--- src/hw/hbu_map.vh ---
/*
  register offsets, field positions, mode codes and reset values of the
  breakpoint unit. assumes byte-addressed APB with one register per word.
*/
`ifndef HBU_MAP_VH
`define HBU_MAP_VH
`define HBU_ADDR_W 12
`define HBU_CTRL0_IDX 12'h020
`define HBU_CTRL1_IDX 12'h021
`define HBU_AHI_IDX 12'h022
`define HBU_ALO_IDX 12'h023
`define HBU_CHI_IDX 12'h024
`define HBU_CLO_IDX 12'h025
`define HBU_STAT_IDX 12'h026
`define HBU_REG_RST 8'h00
`define HBU_C0_MODE_HI 7
`define HBU_C0_MODE_LO 6
`define HBU_C0_PROG 5
`define HBU_C0_RANGE1 1
`define HBU_C0_RANGE0 0
`define HBU_C0_WMASK 8'hE3
`define HBU_C1_WMASK 8'h7F
`define HBU_C1_DCE 6
`define HBU_C1_MASKH 5
`define HBU_C1_MASKL 4
`define HBU_C1_RWE1 3
`define HBU_C1_RWV1 2
`define HBU_C1_RWE0 1
`define HBU_C1_RWV0 0
`define HBU_MODE_OFF 2'h0
`define HBU_MODE_SWI 2'h1
`define HBU_MODE_FULL 2'h2
`define HBU_MODE_DBG 2'h3
`endif

--- src/hw/hbu_top.v ---
/*
  hardware breakpoint unit: APB registers, address/data compare against
  the cpu bus, software interrupt or debug entry requests.
  assumes cpu bus inputs come from logic on core_clk_in (no sync needed),
  while debug-active and debug-enable flags arrive from the debug unit
  on the same clock.
*/
// Function
// - two mode bits choose off, dual interrupt, full debug, dual debug
// - no match at all while background debug mode is active
// - dual interrupt mode: each executed address hit raises software interrupt, fetch only
// - dual interrupt mode ignores all read/write compare bits
// - dual modes: data compare enable arms second breakpoint; size bit unused
// - debug entry requested only when debug unit reports debug enabled
// - dual debug mode: each breakpoint qualified by fetch, range, read/write
// - fetch-only break fires only on executed instruction via tag
// - range 0 clear: high byte only; set: full address for first
// - dual modes: range 1 set adds low byte for second breakpoint
// - compare enable clear: data compare registers never used
// - full mode: mask high excludes data bits 15:8
// - full mode: mask low excludes data bits 7:0
// - first breakpoint read/write don't-care or write/read select
// - second breakpoint read/write select, unused in full mode
// - compare registers match data in full mode, address in dual modes
// - address high always compared; low only when range 0 set
// - both control registers accessible anytime; control 1 bit 7 reads zero
// - tag travels with fetch; debug entered when it reaches queue head and executes
`timescale 1ns/100ps
`include "hbu_map.vh"
module hbu_top #(
  parameter AW = 16,
  parameter DW = 16
) (
  input wire core_clk_in,
  input wire reset_n_in,
  input wire psel_in,
  input wire penable_in,
  input wire pwrite_in,
  input wire [`HBU_ADDR_W+1:0] paddr_in,
  input wire [31:0] pwdata_in,
  output reg [31:0] prdata_out,
  output wire pready_out,
  output wire pslverr_out,
  input wire [AW-1:0] cpu_addr_in,
  input wire [DW-1:0] cpu_data_in,
  input wire cpu_rw_in,
  input wire cpu_valid_in,
  input wire cpu_fetch_in,
  input wire queue_head_in,
  input wire queue_head_exec_in,
  input wire insn_boundary_in,
  input wire debug_active_in,
  input wire debug_enable_in,
  output reg swi_req_out,
  output reg debug_req_out,
  output reg fetch_tag_out
);
  reg [7:0] ctrl0_r;
  reg [7:0] ctrl1_r;
  reg [7:0] ahi_r;
  reg [7:0] alo_r;
  reg [7:0] chi_r;
  reg [7:0] clo_r;
  reg [1:0] hit_r;
  reg pend_r;
  reg tag_pend_r;
  reg [31:0] rdata_nxt;
  reg map_hit;
  wire [`HBU_ADDR_W-1:0] idx = paddr_in[`HBU_ADDR_W+1:2];
  wire wr_en = psel_in & penable_in & pwrite_in;
  // single-cycle access phase: slave is always ready
  assign pready_out = 1'b1;
  assign pslverr_out = psel_in & penable_in & ~map_hit;

  always @* begin
    rdata_nxt = 32'h0000_0000;
    map_hit = 1'b1;
    if (idx == `HBU_CTRL0_IDX) begin
      rdata_nxt[7:0] = ctrl0_r & `HBU_C0_WMASK;
    end else if (idx == `HBU_CTRL1_IDX) begin
      rdata_nxt[7:0] = ctrl1_r & `HBU_C1_WMASK;
    end else if (idx == `HBU_AHI_IDX) begin
      rdata_nxt[7:0] = ahi_r;
    end else if (idx == `HBU_ALO_IDX) begin
      rdata_nxt[7:0] = alo_r;
    end else if (idx == `HBU_CHI_IDX) begin
      rdata_nxt[7:0] = chi_r;
    end else if (idx == `HBU_CLO_IDX) begin
      rdata_nxt[7:0] = clo_r;
    end else if (idx == `HBU_STAT_IDX) begin
      rdata_nxt[3:0] = {tag_pend_r, pend_r, hit_r};
    end else begin
      map_hit = 1'b0;
    end
  end

  always @(posedge core_clk_in or negedge reset_n_in) begin
    if (!reset_n_in) begin
      ctrl0_r <= `HBU_REG_RST;
      ctrl1_r <= `HBU_REG_RST;
      ahi_r <= `HBU_REG_RST;
      alo_r <= `HBU_REG_RST;
      chi_r <= `HBU_REG_RST;
      clo_r <= `HBU_REG_RST;
      prdata_out <= 32'h0000_0000;
    end else begin
      if (psel_in & ~penable_in & ~pwrite_in) begin
        prdata_out <= rdata_nxt;
      end
      if (wr_en) begin
        // writable in every mode, no lockout
        if (idx == `HBU_CTRL0_IDX) begin
          ctrl0_r <= pwdata_in[7:0] & `HBU_C0_WMASK;
        end else if (idx == `HBU_CTRL1_IDX) begin
          ctrl1_r <= pwdata_in[7:0] & `HBU_C1_WMASK;
        end else if (idx == `HBU_AHI_IDX) begin
          ahi_r <= pwdata_in[7:0];
        end else if (idx == `HBU_ALO_IDX) begin
          alo_r <= pwdata_in[7:0];
        end else if (idx == `HBU_CHI_IDX) begin
          chi_r <= pwdata_in[7:0];
        end else if (idx == `HBU_CLO_IDX) begin
          clo_r <= pwdata_in[7:0];
        end
      end
    end
  end

  wire [1:0] mode = {ctrl0_r[`HBU_C0_MODE_HI], ctrl0_r[`HBU_C0_MODE_LO]};
  wire mode_swi = (mode == `HBU_MODE_SWI);
  wire mode_full = (mode == `HBU_MODE_FULL);
  wire mode_dbg = (mode == `HBU_MODE_DBG);
  wire mode_dual = mode_swi | mode_dbg;
  wire dce = ctrl1_r[`HBU_C1_DCE];
  // swi mode performs program breaks only
  wire prog_only = ctrl0_r[`HBU_C0_PROG] | mode_swi;

  // first breakpoint: address high always, low under range 0
  wire b0_hi;
  wire b0_lo;
  hbu_byte_cmp #(.W(8)) u_b0_hi (
    .a_in(cpu_addr_in[AW-1:AW-8]),
    .b_in(ahi_r),
    .care_in(1'b1),
    .hit_out(b0_hi)
  );
  hbu_byte_cmp #(.W(8)) u_b0_lo (
    .a_in(cpu_addr_in[7:0]),
    .b_in(alo_r),
    .care_in(ctrl0_r[`HBU_C0_RANGE0]),
    .hit_out(b0_lo)
  );

  // compare registers: data bus in full mode, address bus in dual modes
  wire [7:0] c_hi_src = mode_full ? cpu_data_in[DW-1:DW-8] : cpu_addr_in[AW-1:AW-8];
  wire [7:0] c_lo_src = mode_full ? cpu_data_in[7:0] : cpu_addr_in[7:0];
  wire c_hi_care = dce & (mode_dual | ~ctrl1_r[`HBU_C1_MASKH]);
  wire c_lo_care = dce & (mode_dual ? ctrl0_r[`HBU_C0_RANGE1]
                                     : ~ctrl1_r[`HBU_C1_MASKL]);
  wire c_hi;
  wire c_lo;
  hbu_byte_cmp #(.W(8)) u_c_hi (
    .a_in(c_hi_src),
    .b_in(chi_r),
    .care_in(c_hi_care),
    .hit_out(c_hi)
  );
  hbu_byte_cmp #(.W(8)) u_c_lo (
    .a_in(c_lo_src),
    .b_in(clo_r),
    .care_in(c_lo_care),
    .hit_out(c_lo)
  );

  wire rw0_ok;
  wire rw1_ok;
  hbu_rw_qual u_rw0 (
    .enable_in(ctrl1_r[`HBU_C1_RWE0] & ~mode_swi),
    .value_in(ctrl1_r[`HBU_C1_RWV0]),
    .rw_in(cpu_rw_in),
    .ok_out(rw0_ok)
  );
  hbu_rw_qual u_rw1 (
    .enable_in(ctrl1_r[`HBU_C1_RWE1] & mode_dbg),
    .value_in(ctrl1_r[`HBU_C1_RWV1]),
    .rw_in(cpu_rw_in),
    .ok_out(rw1_ok)
  );

  // all enabled fields in the same cycle; size bit never consulted
  wire cyc_ok = cpu_valid_in & ~debug_active_in & (mode != `HBU_MODE_OFF);
  wire fetch_ok = ~prog_only | cpu_fetch_in;
  wire m0 = cyc_ok & fetch_ok & b0_hi & b0_lo & rw0_ok & (mode_full ? (c_hi & c_lo) : 1'b1);
  wire m1 = cyc_ok & fetch_ok & mode_dual & dce & c_hi & c_lo & rw1_ok;
  wire any_hit = m0 | m1;

  always @(posedge core_clk_in or negedge reset_n_in) begin
    if (!reset_n_in) begin
      hit_r <= 2'h0;
      pend_r <= 1'b0;
      tag_pend_r <= 1'b0;
      swi_req_out <= 1'b0;
      debug_req_out <= 1'b0;
      fetch_tag_out <= 1'b0;
    end else begin
      hit_r <= {m1, m0};
      fetch_tag_out <= any_hit & prog_only;
      swi_req_out <= 1'b0;
      debug_req_out <= 1'b0;
      if (debug_active_in) begin
        pend_r <= 1'b0;
        tag_pend_r <= 1'b0;
      end else begin
        // untagged match waits for the next instruction boundary
        if (any_hit & ~prog_only) begin
          pend_r <= 1'b1;
        end else if (pend_r & insn_boundary_in) begin
          pend_r <= 1'b0;
        end
        // tagged fetch: act when it reaches queue head and executes
        if (any_hit & prog_only) begin
          tag_pend_r <= 1'b1;
        end else if (tag_pend_r & queue_head_in) begin
          tag_pend_r <= 1'b0;
        end
        if ((pend_r & insn_boundary_in) | (tag_pend_r & queue_head_in & queue_head_exec_in)) begin
          swi_req_out <= mode_swi;
          debug_req_out <= (mode_full | mode_dbg) & debug_enable_in;
        end
      end
    end
  end
endmodule

--- src/hw/hbu_byte_cmp.v ---
/*
  one byte comparator with a care enable.
  assumes both operands are stable in the same cycle.
*/
`timescale 1ns/100ps
module hbu_byte_cmp #(
  parameter W = 8
) (
  input wire [W-1:0] a_in,
  input wire [W-1:0] b_in,
  input wire care_in,
  output wire hit_out
);
  // a byte that is not cared about always agrees
  assign hit_out = ~care_in | (a_in == b_in);
endmodule

--- src/hw/hbu_rw_qual.v ---
/*
  read/write qualifier for one breakpoint.
  assumes rw_in is high for a read cycle, low for a write.
*/
`timescale 1ns/100ps
module hbu_rw_qual (
  input wire enable_in,
  input wire value_in,
  input wire rw_in,
  output wire ok_out
);
  assign ok_out = ~enable_in | (value_in == rw_in);
endmodule

--- config.mk ---
export PLATFORM = sky130hd
export DESIGN_NAME = hbu_top
export DESIGN_NICKNAME = d
export VERILOG_FILES = /design/src/hw/hbu_top.v /design/src/hw/hbu_byte_cmp.v /design/src/hw/hbu_rw_qual.v
export VERILOG_INCLUDE_DIRS = /design/src /design/src/hw
export SDC_FILE = /design/constraint.sdc
export NUM_CORES = 1
export LEC_CHECK = 0
export BUFFER_PORTS_ARGS = -buffer_cell sky130_fd_sc_hd__buf_2
export CORE_MARGIN = 8
export CORE_UTILIZATION = 51
export DETAILED_ROUTE_END_ITERATION = 8
export PLACE_DENSITY = 0.8
export RECOVER_POWER = 50
export SETUP_SLACK_MARGIN = 0.05
export SLEW_MARGIN = 20
export SYNTH_ARGS = -nofsm -noshare
export SYNTH_HDL_FRONTEND = slang
export SYNTH_HIERARCHICAL = 1
export SYNTH_SLANG_ARGS = --single-unit
--- constraint.sdc ---
create_clock -name core_clk_in -period 3.7 [get_ports core_clk_in]
set_input_delay 0.555 -clock core_clk_in [delete_from_list [all_inputs] [get_ports core_clk_in]]
set_output_delay 0.555 -clock core_clk_in [all_outputs]
set_load 0.1 [all_outputs]
==> impl_metrics.ini <==
[finish]
fillers = 619
final_core_util_pct = 60.4
n_antenna_cell = 0
layout_common_cells = 71 x buf_2, 62 x mux2_2, 59 x dfrtp_1
final_area_um2 = 4340
drive_gt1_share_pct = 36.3
mostFrequentLayoutCell = buf_2
syn2layout_area_growth_pct = 16.2
stdcell_count = 540
final_nets = 527

[synthesis]
synthTopCellsByArea = dfrtp_1 40%, mux2_2 19%, xnor2_1 7.5%
syn_avg_cell_area_um2 = 10.4
seq_area_frac_synth_pct = 39.6
syn_area_um2 = 3730
synthFlopType = dfrtp_1
ys_ff_latch = 59
yosysWarnings = 6
synth_edf_count = 0
synth_cells = 360
async_flop_share_pct = 100
synth.top_cell.area_share_pct = 39.6
yosysTopAreaCell = dfrtp_1
synth_cell_types = 45

[sta]
hold_violations = 0
hold_slack_ps = 433
worst_slack_ps = 587
worst_pin_slew_ps = 1870
final_max_slew_viol_count = 35
max-slew-margin-rel_pct = -24.8
min_period_ps = 3110
fmax_mhz = 321
rsz0062_at_grt = false
timing.final.crit_share_pct = 84.1
setup_violations = 0
fin_setup_tns_ps = 0
fin_skew_ps = 7.25

[floorplanning]
dieArea_um2 = 10300
row_count = 31
ioPinCount = 128
start_util_pct = 52.0
die_w_um = 102
die_y_um = 102
core_area_um2 = 7180

[placed_design]
place_inst = 524
pre_cts_slack_ps = 697
place_congestion = 0.906
io_buffers = 76
place_hpwl_um = 7600
placed_cell_area_um2 = 4120

[run_status]
violations = max-capacitance violations, max-slew violations
outcome = complete, but fails checks

[grt]
grt_pass1_wl_um = 15600
grt_overflow = 0
grt_pass1_vias = 3036
antenna_found_initial = 0
grt_max_degree = 41
grt_use_total_pct = 19.7

[clock_network]
cts-root-buf = clkbuf_8
hold_buffers = 0
ctsHtreeMaxLevel = 3
post_cts_buffers = 0
cts_resized = 0
cts_tree = yes
cts_made_buffers = 9
clkSlewWorstSetupHoldPaths_ps = 70
cts_sinks = 59
clockBufferDepth = 2
clock_latency_ps = 340

[run]
cap_viol_max_count = 1

[pwr]
p_per_area_nw_per_um2 = 378
ir_drop_mv = 0.200
p_leak_nw = 2.01
power_mw = 1.64

[critical_path]
cp-start-kind = register
end_kind = register
worstPathArrival_ps = 3370
required_ps = 3960
ff2ff_path_depth = 10
crit_fanout = 10
path_cells = nor2b_1 > buf_4 > mux2_2 > xnor2_1 > nand4_1 > o21ai_1 > nand2_1 > a21oi_1 > o2111ai_1 > a21oi_1
slowest_stage = nor2b_1
crit_path_frequent_cell = a21oi_1
slowest_delay_ps = 610
crit_type = register to register

[detailed_routing]
wl_per_cell_um = 18.2
vias = 2951
ant_nets = 0
initialDrtViolationCount = 223
vias_per_cell = 5.46
routed_wl_um = 9800
drc = 0
dr.pass1.iters = 4

[hold_path]
whs_path_depth = 2
hold_path.class = input pin to register
## per-layer routing
layer / vias up / routed length (um) / track usage, % / share of wire, %
li1: 1393 / - / - / -
met1: 1415 / 4200 / 25.3 / 43
met2: 124 / 4600 / 31.1 / 47
met3: 19 / 785 / 3.99 / 8.0
met4: 0 / 212 / 8.93 / 2.2
met5: - / 0 / 0 / 0
## flip-flops by register name, indices dropped and copies added (netlist names), 2 cells and up
signal      cells
chi_r           8
prdata_out      8
ctrl0_r         5
ctrl1_r         7
alo_r           8
hit_r           2
ahi_r           8
clo_r           8
## cell usage after synthesis (4+ instances only)
library cell,number
a21oi_1,13
xnor2_1,32
clkbuf_1,11
and2_1,5
buf_1,4
inv_1,5
nand4_1,9
nand2_1,21
o211ai_1,9
nor2_1,14
nor3_1,5
a31oi_1,4
nor2b_1,6
nand3_1,6
o21ai_1,4
mux2i_1,5
mux2_2,62
dfrtp_1,59
o21ai_0,10
buf_4,25
nand2b_1,12
## cells by family after synthesis
group	Yosys count	synth area share (%)
other	2	0.201
DFF	59	39.6
buffers and inverters	45	7.04
xor gates and xnor gates	34	7.98
AOI/OAI and AO/OA	57	9.96
and+or+nand+nor	96	15.2
muxes	67	20.1
## final timing paths
kind                                  from            end  slack (ps)
min in group asynchronous       reset_n_in       clo_r[6]         720
setup / recovery                ctrl0_r[6]     tag_pend_r         590
max in group asynchronous       reset_n_in       ahi_r[3]         880
hold reg to reg              prdata_out[4]  prdata_out[4]         480
hold / removal             debug_active_in         pend_r         430
setup reg to reg                ctrl0_r[6]     tag_pend_r         590
## area by class of cell
class                   count  area (um^2)  share of cell area, %
multi-input cells         280         2080                   48.0
inverters                   5         18.8                  0.433
clock buffers              12          155                   3.58
clock inverters             4         72.6                   1.67
flip-flops and latches     59         1480                   34.0
well taps                  99          124                   2.86
repair buffers             81          408                   9.41
## where the power goes
part	total, mW	leakage (nW)	switching, mW	internal, mW
clock	0.677	0.113	0.261	0.415
combinational	0.307	1.08	0.240	0.0677
sequential	0.654	0.818	0.00319	0.651
total	1.64	2.01	0.504	1.13
## worst max-delay path, delay by kind of cell, from the launching register on
kind / cells / cell delay [ps]
AOI/OAI and AO/OA: 4 / 850
and+or+nand+nor: 3 / 860
xor gates and xnor gates: 1 / 180
buffers and inverters: 1 / 280
DFF: 1 / 490
muxes: 1 / 350
No activity file was read; power rests on OpenSTA's default activity.
